==> src/inc/srf_addr_pkg.sv <==
// constants and types shared by the screen-refresh address generator
`default_nettype none
package srf_addr_pkg;
   // register byte offsets on the apb bus
   localparam logic [7:0] OFF_ADR = 8'h00;
   localparam logic [7:0] OFF_CTL = 8'h04;
   localparam logic [7:0] OFF_STRT = 8'h08;
   localparam logic [7:0] OFF_TAP = 8'h0C;
   localparam logic [7:0] OFF_STAT = 8'h10;
   // field positions
   localparam int CNT_LSB = 2;
   localparam int CNT_MSB = 15;
   localparam int PITCH_LSB = 2;
   localparam int PITCH_MSB = 9;
   localparam int ORIGIN_BIT = 10;
   localparam int NONINTERLACE_BIT = 15;
   // reset values
   localparam logic [15:0] ADR_RST = 16'h0000;
   localparam logic [15:0] CTL_RST = 16'h0000;
   localparam logic [15:0] STRT_RST = 16'h0000;
   localparam logic [15:0] TAP_RST = 16'h0000;
   // fixed status levels on the local lines
   localparam logic [2:0] ROW_HIGH_ZERO = 3'h0;
   localparam logic ROW_REFRESH_FLAG = 1'b1;
   localparam logic [1:0] COL_STATUS = 2'h0;

   typedef enum {
      ST_IDLE,
      ST_ROW,
      ST_COL,
      ST_UPDATE
   } srf_state_t;

   // events from the video timing counters, same clock
   typedef struct packed {
      logic hblank_start;
      logic vblank;
      logic last_line;
      logic first_line_next;
      logic even_field;
   } vid_timing_t;

   // address driven onto the local address/data lines
   typedef struct packed {
      logic [15:0] data;
      logic oe_n;
      logic row_phase;
      logic col_phase;
   } lad_drive_t;
endpackage : srf_addr_pkg
`default_nettype wire

==> src/design/srf_addr_gen.sv <==
// screen-refresh address generator with apb register access
// Functional notes
// - request refresh at each horizontal blanking start
// - cycle is a memory-to-shift-register transfer
// - twelve-bit row address selects transferred row
// - reload counter bits 2-15 from frame start
// - reload at blanking after last active line
// - counter is fourteen bits, bits 2-15
// - row time drives counter bits 4-15
// - origin zero inverts counter bits on output
// - row time lines 12-14 low, 15 high
// - column lines 6-10 are counter OR pan
// - column lines 0-5, 11-13 come from pan
// - column time lines 14 and 15 low
// - subtract pitch field from counter after cycle
// - origin zero gives effective increment
// - interlace bit selects interlaced or noninterlaced
// - pan and counter overlap bits are ORed
// - refresh beats all cycles except hold
// - no refresh in vertical blanking except last
//
// The implementer's own choices: the placing of the registers and the APB interface to the registers.
`timescale 1ns/1ps
`default_nettype none
module srf_addr_gen (
   // clock and reset
   input wire logic pclk,
   input wire logic presetn,
   // apb slave
   input wire logic psel,
   input wire logic penable,
   input wire logic pwrite,
   input wire logic [7:0] paddr,
   input wire logic [31:0] pwdata,
   output logic [31:0] prdata,
   output logic pready,
   output logic pslverr,
   // video timing and memory controller
   input wire srf_addr_pkg::vid_timing_t vid,
   input wire logic hold_req,
   // local address/data lines
   output srf_addr_pkg::lad_drive_t local_addr_data_lines,
   output logic srf_busy
);
   import srf_addr_pkg::*;

   function automatic logic [13:0] origin_view(input logic [13:0] v,
                                               input logic keep);
      origin_view = keep ? v : ~v;
   endfunction : origin_view

   ////////////////////////////////////////////////////////////////////
   // registers and state
   logic [15:0] adr_q, adr_d;
   logic [15:0] ctl_q;
   logic [15:0] strt_q;
   logic [15:0] tap_q;
   logic pend_q;
   logic field_q;
   srf_state_t st_q, st_d;
   lad_drive_t lad_q, lad_d;
   logic [31:0] prdata_q;
   logic pready_q;
   logic pslverr_q;
   logic busy_q;

   ////////////////////////////////////////////////////////////////////
   // decode
   wire logic access = psel & penable;
   wire logic commit = access & pready_q;
   wire logic hit_adr = paddr == OFF_ADR;
   wire logic hit_ctl = paddr == OFF_CTL;
   wire logic hit_strt = paddr == OFF_STRT;
   wire logic hit_tap = paddr == OFF_TAP;
   wire logic hit_stat = paddr == OFF_STAT;
   wire logic mapped = hit_adr | hit_ctl | hit_strt | hit_tap | hit_stat;
   wire logic wr_ok = commit & pwrite & mapped;

   wire logic origin = ctl_q[ORIGIN_BIT];
   wire logic progressive = ctl_q[NONINTERLACE_BIT];
   wire logic [7:0] pitch = ctl_q[PITCH_MSB:PITCH_LSB];
   wire logic [13:0] cnt = adr_q[CNT_MSB:CNT_LSB];
   wire logic [13:0] cnt_out = origin_view(cnt, origin);

   ////////////////////////////////////////////////////////////////////
   // refresh requests and frame reload
   // only the line right before the first active line refreshes in vblank
   wire logic req_ev = vid.hblank_start &
                       (~vid.vblank | vid.first_line_next);
   wire logic reload = vid.hblank_start & vid.last_line;
   // half a pitch offsets the even field of an interlaced frame
   wire logic [13:0] half_step = {7'h00, pitch[7:1]};
   wire logic [13:0] start_cnt = strt_q[CNT_MSB:CNT_LSB];
   wire logic [13:0] reload_cnt = (~progressive & vid.even_field) ?
                                  start_cnt - half_step :
                                  start_cnt;
   wire logic [13:0] step_cnt = cnt - {6'h00, pitch};

   // nothing but an external hold or a refresh cycle still running may postpone the refresh
   wire logic take = pend_q & (st_q == ST_IDLE) & ~hold_req;

   ////////////////////////////////////////////////////////////////////
   // local line contents
   wire logic [15:0] row_word = {ROW_REFRESH_FLAG, ROW_HIGH_ZERO,
                                 cnt_out[13:2]};
   wire logic [15:0] col_word = {COL_STATUS, tap_q[13:11],
                                 cnt_out[4:0] | tap_q[10:6],
                                 tap_q[5:0]};

   always_comb begin
      st_d = st_q;
      lad_d = '{data: 16'h0000, oe_n: 1'b1, row_phase: 1'b0,
                col_phase: 1'b0};
      case (st_q)
         ST_IDLE: begin
            if (take) begin
               st_d = ST_ROW;
               lad_d = '{data: row_word, oe_n: 1'b0, row_phase: 1'b1,
                         col_phase: 1'b0};
            end
         end
         ST_ROW: begin
            st_d = ST_COL;
            lad_d = '{data: col_word, oe_n: 1'b0, row_phase: 1'b0,
                      col_phase: 1'b1};
         end
         ST_COL: begin
            st_d = ST_UPDATE;
         end
         ST_UPDATE: begin
            st_d = ST_IDLE;
         end
         default: begin
            st_d = ST_IDLE;
         end
      endcase
   end

   // counter: frame reload beats step, step beats software write
   always_comb begin
      adr_d = adr_q;
      if (wr_ok & hit_adr) begin
         adr_d = {pwdata[15:2], 2'b00};
      end
      if (st_q == ST_UPDATE) begin
         adr_d = {step_cnt, 2'b00};
      end
      if (reload) begin
         adr_d = {reload_cnt, 2'b00};
      end
   end

   ////////////////////////////////////////////////////////////////////
   // read mux
   wire logic [15:0] stat_word = {13'h0000, field_q, pend_q,
                                  st_q != ST_IDLE};
   wire logic [15:0] rd_word = hit_adr ? adr_q :
                               hit_ctl ? ctl_q :
                               hit_strt ? strt_q :
                               hit_tap ? tap_q :
                               hit_stat ? stat_word : 16'h0000;

   ////////////////////////////////////////////////////////////////////
   // flops
   always_ff @(posedge pclk or negedge presetn) begin
      if (!presetn) begin
         st_q <= ST_IDLE;
         lad_q <= '{data: 16'h0000, oe_n: 1'b1, row_phase: 1'b0,
                    col_phase: 1'b0};
         pend_q <= 1'b0;
         field_q <= 1'b0;
         adr_q <= ADR_RST;
         busy_q <= 1'b0;
      end else begin
         st_q <= st_d;
         busy_q <= st_d != ST_IDLE;
         lad_q <= lad_d;
         // a new request wins over the take in the same cycle
         pend_q <= req_ev | (pend_q & ~take);
         field_q <= reload ? vid.even_field : field_q;
         adr_q <= adr_d;
      end
   end

   always_ff @(posedge pclk or negedge presetn) begin
      if (!presetn) begin
         ctl_q <= CTL_RST;
         strt_q <= STRT_RST;
         tap_q <= TAP_RST;
      end else begin
         ctl_q <= (wr_ok & hit_ctl) ? pwdata[15:0] : ctl_q;
         strt_q <= (wr_ok & hit_strt) ? {pwdata[15:2], 2'b00} : strt_q;
         tap_q <= (wr_ok & hit_tap) ? pwdata[15:0] : tap_q;
      end
   end

   // one wait state: ready rises in the second access cycle
   always_ff @(posedge pclk or negedge presetn) begin
      if (!presetn) begin
         pready_q <= 1'b0;
         pslverr_q <= 1'b0;
         prdata_q <= 32'h0000_0000;
      end else begin
         pready_q <= access & ~pready_q;
         pslverr_q <= access & ~pready_q & ~mapped;
         prdata_q <= (access & ~pready_q & ~pwrite) ?
                     {16'h0000, rd_word} : 32'h0000_0000;
      end
   end

   assign prdata = prdata_q;
   assign pready = pready_q;
   assign pslverr = pslverr_q;
   assign local_addr_data_lines = lad_q;
   assign srf_busy = busy_q;
endmodule : srf_addr_gen
`default_nettype wire

==> config.mk <==
export PLATFORM = sky130hd
export DESIGN_NAME = srf_addr_gen
export DESIGN_NICKNAME = d
export VERILOG_FILES = /design/src/inc/srf_addr_pkg.sv /design/src/design/srf_addr_gen.sv
export SDC_FILE = /design/constraint.sdc
export NUM_CORES = 1
export LEC_CHECK = 0
export ABC_AREA = 1
export ABC_CLOCK_PERIOD_IN_PS = 2300
export BUFFER_PORTS_ARGS = -buffer_cell sky130_fd_sc_hd__buf_2
export CORE_MARGIN = 2
export CORE_UTILIZATION = 50
export DETAILED_ROUTE_END_ITERATION = 6
export GPL_TIMING_DRIVEN = 0
export PLACE_DENSITY = 0.7
export REMOVE_ABC_BUFFERS = 1
export SYNTH_ARGS = -nofsm -noshare
export SYNTH_HDL_FRONTEND = slang
export SYNTH_SLANG_ARGS = --single-unit
export TNS_END_PERCENT = 20
==> constraint.sdc <==
create_clock -name pclk -period 2.3 [get_ports pclk]
set_input_delay 0.575 -clock pclk [delete_from_list [all_inputs] [get_ports pclk]]
set_output_delay 0.575 -clock pclk [all_outputs]
set_load 0.1 [all_outputs]
=== Word-level counts from Yosys, hierarchy flattened ===
Cells that the tools add are included.

* Input bits: 51
* Bits in registers: 134
* Logic and storage cells: 77

* Bitwise logic cells: 32
* Reduce and logical (&&, ||, !) cells: 6
* Muxes and demuxes: 15
* Add/sub/neg operators: 2
* Equality and inequality tests: 7

{| class="wikitable"
|+ Operators with widths
! operator !! count
|-
| $mux 16 || 8
|-
| $pmux 32 s3 || 1
|-
| $logic_not 32->1 || 2
|-
| $reduce_bool 32->1 || 2
|-
| $pmux 19 s2 || 1
|-
| $eq 32x1->1 const B || 1
|-
| $eq 32x2->1 const B || 1
|-
| $eq 32x3->1 const B || 1
|-
| $mux 32 || 1
|-
| $mux 14 || 2
|-
| $mux 19 || 1
|-
| $and 1x1->1 || 17
|-
| $eq 8x4->1 const B || 2
|-
| $not 14->14 || 1
|-
| $sub 14x7->14 || 1
|-
| $sub 14x8->14 || 1
|-
| $eq 8x3->1 const B || 1
|-
| $eq 8x5->1 const B || 1
|-
| $logic_not 8->1 || 1
|-
| $not 1->1 || 7
|-
| $or 1x1->1 || 6
|-
| $or 5x5->5 || 1
|-
| $mux 3 || 1
|-
| $reduce_bool 3->1 || 1
|}

=== Logic depth before layout (Yosys ltp) ===
Gate-level depths: netlist (run 1).

* Depth in word-level cells: 10
* Mapped depth: 14
* Gate-level depth less buffers: 14

=== Worst setup path before layout (run 1) ===
No wires, ideal clock.

* Path kind: register to register
* Start point: register pready_q (netlist: pready)
* End point: register tap_q[13]
* Setup slack: 278 ps
* Path buffers: 2
* Data arrival time: 1904 ps
* Stages on the path, launching flop included: 9
* Setup time: 118 ps
* Required time: 2182 ps
* Cell sequence: dfrtp_1 nand2_1 nor2_1 nand2_2 or2_1 buf_6 buf_6 nand2_1 o21ai_2

* Word-level cells in the longest chain between the ends: 4

{| class="wikitable"
|+ Ends and longest elaborated chain
! element !! RTL line !! source
|-
| from (decl) || srf_addr_gen.sv:63 || <nowiki>logic pready_q;</nowiki>
|-
| from (signal assigned) || srf_addr_gen.sv:204 || <nowiki>pready_q <= access & ~pready_q;</nowiki>
|-
| $and 1x1->1 || srf_addr_gen.sv:70 || <nowiki>wire logic commit = access & pready_q;</nowiki>
|-
| $and 1x1->1 (2 in series) || srf_addr_gen.sv:77 || <nowiki>wire logic wr_ok = commit & pwrite & mapped;</nowiki>
|-
| $and 1x1->1 || srf_addr_gen.sv:193 || <nowiki>tap_q <= (wr_ok & hit_tap) ? pwdata[15:0] : tap_q;</nowiki>
|-
| to (signal assigned) || srf_addr_gen.sv:193 ||
|-
| to (decl) || srf_addr_gen.sv:57 || <nowiki>logic [15:0] tap_q;</nowiki>
|}

No other way between the ends.
A chain may end at the register's enable or synchronous reset.

=== Worst setup path in the final report (run 1) ===
* Start point: input port paddr[5]
* End point: register tap_q[10]

* Word-level cells in the longest chain between the ends: 7
* Elaborated cells between the ends (all ways): 11
* Classes of those cells: eq/ne: 4; bitwise: 6; reduce/logical: 1

{| class="wikitable"
|+ Ends and longest elaborated chain
! element !! RTL line !! source
|-
| from (decl) || srf_addr_gen.sv:33 || <nowiki>input wire logic [7:0] paddr,</nowiki>
|-
| $eq 8x3->1 / $logic_not 8->1 (equally long branches) || srf_addr_gen.sv:72, srf_addr_gen.sv:71 ||
|-
| $or 1x1->1 (4 in series) || srf_addr_gen.sv:76 || <nowiki>wire logic mapped = hit_adr | hit_ctl | hit_strt | hit_tap | hit_stat;</nowiki>
|-
| $and 1x1->1 || srf_addr_gen.sv:77 ||
|-
| $and 1x1->1 (*) || srf_addr_gen.sv:193 ||
|}

Mark *: on every way between the ends. The rest lies on a longest branch, timed or not.

==> results of run 1 <==
## path summary, 6_finish.rpt
| check | end | slack [ps] | cells past startpoint |
|---|---|---|---|
| worst min-delay path | st_q[19] | 40 | 1 |
| min in group pclk | strt_q[12] | 380 | 3 |
| worst max-delay path | tap_q[10] | 30 | 8 |
| worst min register to register | tap_q[2] | 490 | 2 |
| worst max register to register | adr_q[10] | 160 | 12 |
| max in group asynchronous | tap_q[15] | 1480 | 2 |
## synth_stat cells, drive strengths merged
cell,instances
a21oi,45
buf,33
clkbuf,10
clkinv,1
conb,1
dfrtp,129
dfstp,1
fa,2
ha,15
inv,107
nand2,245
nand3,63
nand4,12
nor2,70
nor3,7
nor3b,1
nor4,1
o2111ai,2
o211ai,4
o21a,6
o21ai,91
o21bai,1
o22ai,6
or2,1
xnor2,6
xor2,14
## cells by family after synthesis
| kind of cell | count (synthesis) | share of synthesized area [%] |
|---|---|---|
| fa+ha+maj | 17 | 3.305 |
| other cells | 1 | 0.05442 |
| buf+inv | 151 | 9.878 |
| xor+xnor | 20 | 2.542 |
| compound gates | 155 | 12.75 |
| simple gates | 400 | 24.24 |
| flops | 130 | 47.23 |
## through the flow
stage,area [um^2],setup WS [ps]
finish,8148,31.44
global route,8148,-78.00
CTS,8073,19.95
detailed placement,7431,-880.9
global placement,7363,-1116
floorplan,6788,-251.2
## final cells by class
class | instances | area [um^2] | share of cell area (%)
clock buffer | 23 | 478.0 | 5.866
inverter | 108 | 406.6 | 4.991
timing repair buffer | 79 | 465.4 | 5.713
sequential | 130 | 3254 | 39.94
tap | 176 | 220.2 | 2.703
multi-input combinational | 640 | 3194 | 39.20
clock inverter | 9 | 128.9 | 1.582
## worst max-delay path, stage by stage
cell,delay [ps]
sky130_fd_sc_hd__buf_2,90
sky130_fd_sc_hd__nor2_1,90
sky130_fd_sc_hd__nand2_1,90
sky130_fd_sc_hd__nor2_2,270
sky130_fd_sc_hd__nand4_1,550
sky130_fd_sc_hd__or2_4,650
sky130_fd_sc_hd__nor2_1,180
sky130_fd_sc_hd__a21oi_2,50
## where the power goes
| part | internal [mW] | leakage (nW) | switching, mW | total, mW |
|---|---|---|---|---|
| combinational | 0.144 | 2.32 | 0.414 | 0.558 |
| clock | 1.79 | 0.293 | 0.973 | 2.76 |
| sequential | 2.35 | 1.58 | 0.0640 | 2.42 |
## flip-flops by register name, summed over array words and instances, names as in the netlist
| name | count |
|---|---|
| strt_q | 14 |
| prdata | 16 |
| pend_q | 1 |
| ctl_q | 16 |
| pready | 1 |
| srf_busy | 1 |
| local_addr_data_lines | 17 |
| pslverr | 1 |
| st_q | 32 |
| field_q | 1 |
| adr_q | 14 |
| tap_q | 16 |
## per-layer routing
metal / GRT usage (%) / vias to the layer above
met1: 35.17 / 2921
met4: 10.92 / 0
met2: 41.61 / 280
li1: - / 2941
met3: 6.203 / 32
met5: 0 / -
## what timing repair did
action | CTS | global route
setup endpoints to repair | 63 | 47
setup buffers | 1 | 4
resized for setup | 6 | 7
pin swaps | 2 | 2
cloned | 1 | 0
==> flow_metrics.py, run 1 <==
metrics = {
    "global_route": {
        "initial_antenna_violation_count": 0,
        "global_route.overflow_total": 0,
        "grt_first_pass_wirelength_mm": 29.39,
        "grtUsageTotal_pct": 26.42,
        "grt_start_max_net_pins": 97,
        "first_global_vias": 5838,
    },
    "clock_network": {
        "cts_hold_buffers": 0,
        "worst_skew_pair.late_latency_ps": 420,
        "clk_pin_slew_worst_paths_ps": 60,
        "clock_tree.buffer_depth": 2,
        "numCtsBuffers": 17,
        "cts.htree.levels": 4,
        "clockRootBuffer": "sky130_fd_sc_hd__clkbuf_16",
        "cts.sinks": 130,
        "clock_tree_from_tritoncts": "done",
    },
    "sta": {
        "skew_ps": 8.387,
        "timing.max_slew.rel_slack_pct": 41.48,
        "slew_worst_pin_ps": 877.9,
        "timing.setup.tns_ps": 0,
        "layout_worst_path_cycle_share_pct": 98.63,
        "hold_ws_ps": 44.21,
        "drv_slew": 0,
        "layout_min_cycle_time_ps": 2269,
        "timing.final.setup_violations": 0,
        "max_clock_freq_ghz": 0.4408,
        "rsz0062_at_grt": "true",
        "finalHoldViolations": 0,
    },
    "worst_setup_path": {
        "crit_path_category": "in2reg",
        "worst-path-max-fanout": 32,
        "arrival_ps": 2550,
        "worstReg2RegStart": "ctl_q[3]",
        "worst_setup_path_start_kind": "input pin",
        "setup.worst_path.start": "paddr[5]",
        "end_kind": "register",
        "critical_path_required_ps": 2580,
    },
    "routing": {
        "detail_route.wirelength_mm": 18.33,
        "vias_per_cell": 5.300,
        "dr_wl_met3_mm": 1.451,
        "route.detailed.drc": 0,
        "drtAntennaViolNets": 0,
        "wl_per_instance_um": 15.73,
        "top_layer": "met4",
        "dr.first_iter.drc_count": 638,
        "routed-via-count": 6174,
        "route.layer.met1.wl_mm": 7.872,
        "route.met2.wl_mm": 8.568,
        "drtPass1Iterations": 6,
    },
    "logic_synthesis": {
        "synth.yosys.seq_area_share_pct": 47.23,
        "post_synth.cell_area_avg_um2": 7.884,
        "yosysWarningCount": 0,
        "synth_top_area_share_pct": 46.85,
        "netlist-cell-type-count": 35,
        "library_cell_with_the_largest_summed_area_after_synthesis": "sky130_fd_sc_hd__dfrtp_1",
        "postSynthRegisterBits": 130,
        "syn-cell-area_um2": 6890,
        "postSynthCellCount": 874,
        "synthTopCellsByArea": "sky130_fd_sc_hd__dfrtp_1 47%, sky130_fd_sc_hd__nand2_1 13%, sky130_fd_sc_hd__inv_1 5.7%, sky130_fd_sc_hd__o21ai_0 5.7%, sky130_fd_sc_hd__nand3_1 4.4%",
    },
    "placed_design": {
        "dp_hpwl_mm": 12.55,
        "placed_cells": 1127,
        "finalWeightedCongestion": 0.9238,
        "io_buffer_count": 71,
    },
    "final_layout": {
        "post_route_cells_drive_above_1_share_pct": 14.96,
        "layout_commonest_cell": "sky130_fd_sc_hd__nand2_1",
        "area_growth_syn_to_layout_pct": 18.25,
        "antenna_cells": 0,
        "fillCellCount": 1223,
        "final_layout_net_count": 1044,
        "post_layout_nonfiller_instances": 1165,
        "finalCoreUtilization_pct": 61.04,
        "commonest_non_fill_non_tap_cells_in_the_layout": "243 x sky130_fd_sc_hd__nand2_1, 129 x sky130_fd_sc_hd__dfrtp_1, 104 x sky130_fd_sc_hd__inv_1",
    },
    "floorplanning": {
        "coreArea_um2": 13350,
        "fp-row-count": 42,
        "die_y_um": 121.4,
        "total_i_o_pin_count": 105,
        "die_area_um2": 14740,
        "floorplan.initialDensity_pct": 51.62,
        "die_span_in_x_um": 121.4,
    },
    "job": {
        "max_cap_viols": 0,
    },
    "power_and_ir_drop": {
        "peak_supply_drop_mv": 0.7238,
        "cellLeakagePower_nw": 4.188,
        "powerDensity_nw_per_um2": 703.9,
        "power_mw": 5.735,
    },
    "min_path": {
        "hp-class": "in2async",
    },
    "outcome": {
        "status": "completed",
    },
}
Note: power is estimated with default switching activity, not from simulation.
==> run 2: changes to the inputs <==
Settings changed: CELL_PAD_IN_SITES_DETAIL_PLACEMENT set to 1, CELL_PAD_IN_SITES_GLOBAL_PLACEMENT set to 2, CORE_UTILIZATION 50 to 33, PLACE_DENSITY 0.7 to 0.77, RECOVER_POWER set to 25.
==> run 2 against run 1 <==
  * Core utilization down 20 points
  * Clock-buffer cell count down 6
  * Setup slack better by 62 ps
  * Register-to-register slack worse by 70 ps
  * Wire length up 25%
  * Fmax up 2.8%
  * Sequential cell count unchanged
  * Design area up 1.8%
  * Hold slack better by 300 ps
  * Combinational power up 2%
  * Cell count up 8.3%
  * Critical endpoint is now local_addr_data_lines[8]
  * Largest cell class unchanged
==> flow_metrics.py, run 2 (synthesis gave the netlist of run 1 again) <==
metrics = {
    "routing": {
        "top_layer": "met4",
        "vias_per_cell": 4.793,
        "drtAntennaViolNets": 0,
        "route.met2.wl_mm": 10.84,
        "drtPass1Iterations": 4,
        "wl_per_instance_um": 18.22,
        "detail_route.wirelength_mm": 22.99,
        "route.layer.met1.wl_mm": 10.81,
        "routed-via-count": 6049,
        "dr.first_iter.drc_count": 277,
        "route.detailed.drc": 0,
        "dr_wl_met3_um": 933,
    },
    "final_layout": {
        "area_growth_syn_to_layout_pct": 20.41,
        "antenna_cells": 0,
        "layout_commonest_cell": "sky130_fd_sc_hd__nand2_1",
        "largest_register_ff_count": 32,
        "finalCoreUtilization_pct": 40.74,
        "commonest_non_fill_non_tap_cells_in_the_layout": "240 x sky130_fd_sc_hd__nand2_1, 129 x sky130_fd_sc_hd__dfrtp_1, 103 x sky130_fd_sc_hd__inv_1",
        "final_layout_net_count": 1047,
        "post_route_cells_drive_above_1_share_pct": 16.13,
        "largest_register_by_flop_count": "st_q",
        "post_layout_nonfiller_instances": 1262,
    },
    "clock_network": {
        "numCtsBuffers": 17,
        "clock_tree_from_tritoncts": "done",
        "cts.htree.levels": 4,
        "clock_tree.buffer_depth": 2,
        "clockRootBuffer": "sky130_fd_sc_hd__clkbuf_16",
        "cts_hold_buffers": 0,
        "worst_skew_pair.late_latency_ps": 440,
        "clk_pin_slew_worst_paths_ps": 70,
        "cts.sinks": 130,
    },
    "sta": {
        "finalHoldViolations": 0,
        "slew_worst_pin_ps": 1118,
        "skew_ps": 13.83,
        "hold_ws_ps": 339.3,
        "timing.final.setup_violations": 0,
        "layout_worst_path_cycle_share_pct": 95.96,
        "rsz0062_at_grt": "true",
        "drv_slew": 0,
        "max_clock_freq_ghz": 0.4531,
        "layout_min_cycle_time_ps": 2207,
        "fin_ws_ps": 92.99,
        "timing.max_slew.rel_slack_pct": 25.46,
    },
    "placed_design": {
        "dp_hpwl_mm": 16.23,
        "pre_cts_slack_ps": -1099,
        "placed_cells": 1222,
        "finalWeightedCongestion": 0.8264,
        "io_buffer_count": 71,
    },
    "worst_setup_path": {
        "crit_path_frequent_cell": "sky130_fd_sc_hd__nand2_1",
        "timing.critical_path.max_delay_family": "simple AND/OR/NAND/NOR gates",
        "number_of_buffers_and_inverters_on_the_critical_path": 2,
        "crit_path_category": "reg2reg",
        "worst-path-max-fanout": 9,
        "arrival_ps": 2530,
        "timing.critical_path.depth": 9,
        "cp_cell_sequence": "nor2_1 -> nand2_1 -> nor2_1 -> nand2_1 -> inv_1 -> nand2_1 -> nor2_4 -> clkinv_2 -> o22ai_1",
        "slowest_library_cell_on_the_worst_path": "sky130_fd_sc_hd__dfrtp_1",
        "end_kind": "register",
        "worst-r2r-cell-count": 9,
        "critical_path_required_ps": 2620,
        "worst_path_largest_cell_delay_ps": 360,
        "worst_setup_path_start_kind": "register",
    },
    "job": {
        "max_cap_viols": 0,
    },
    "power_and_ir_drop": {
        "power_mw": 5.803,
        "peak_supply_drop_mv": 0.5450,
        "powerDensity_nw_per_um2": 699.4,
        "cellLeakagePower_nw": 4.181,
    },
    "floorplanning": {
        "die_area_um2": 22050,
        "die_y_um": 148.5,
        "fp-row-count": 52,
        "total_i_o_pin_count": 105,
        "coreArea_um2": 20360,
        "floorplan.initialDensity_pct": 33.84,
        "die_span_in_x_um": 148.5,
    },
    "global_route": {
        "global_route.overflow_total": 0,
        "grtUsageTotal_pct": 22.09,
        "initial_antenna_violation_count": 0,
        "grt_first_pass_wirelength_mm": 36.45,
        "grt_start_max_net_pins": 87,
        "first_global_vias": 6408,
    },
    "outcome": {
        "status": "completed",
    },
    "min_path": {
        "hp-class": "in2async",
    },
}
[run 2: changes by cell type in the layout (fill, tap and decap cells not counted), sizes merged]
cell,before,now
clkbuf,23,18
clkinvlp,2,4
bufinv,3,1
clkinv,5,2
inv,107,116
buf,79,81
[run 2: metal layers]
metal / GRT usage [%] / up-vias
met5: 0 / -
met2: 36.53 / 119
li1: - / 2948
met3: 2.945 / 28
met4: 6.857 / 0
met1: 30.24 / 2954
[run 2: per-stage QoR]
step,TNS (ps),cell area (um^2)
2_1_floorplan,-3960,6788
3_3_place_gp,-223810,7481
3_5_place_dp,-55630,7576
4_1_cts,-3.062,8272
5_1_grt,-17.04,8297
6_report,0,8297
[run 2: layout make-up]
cell class	instances	area, um^2
Multi-Input combinational cell	640	3217
Inverter	108	414.1
Clock inverter	15	175.2
Clock buffer	17	425.4
Timing Repair Buffer	82	473.0
Sequential cell	130	3254
Tap cell	270	337.8
Fill cell	2548	12070
[run 2: worst paths after layout]
kind,startpoint,slack (ps),to
min in group pclk,pwdata[8],380,ctl_q[8]
worst min register to register,tap_q[9],490,tap_q[9]
worst max-delay path,st_q[21],90,local_addr_data_lines[8]
worst min-delay path,presetn,340,st_q[29]
worst max register to register,st_q[21],90,local_addr_data_lines[8]
max in group asynchronous,presetn,580,ctl_q[11]
[run 2: repair_timing]
item,CTS,global route
pin swaps,5,1
cloned,1,0
resized for setup,8,12
buffers inserted,7,0
setup endpoints to repair,71,31
[run 2: where the power goes]
group,total (mW),switching [mW],internal [mW]
clock network,2.81,1.25,1.56
registers,2.43,0.0756,2.35
logic,0.568,0.427,0.141
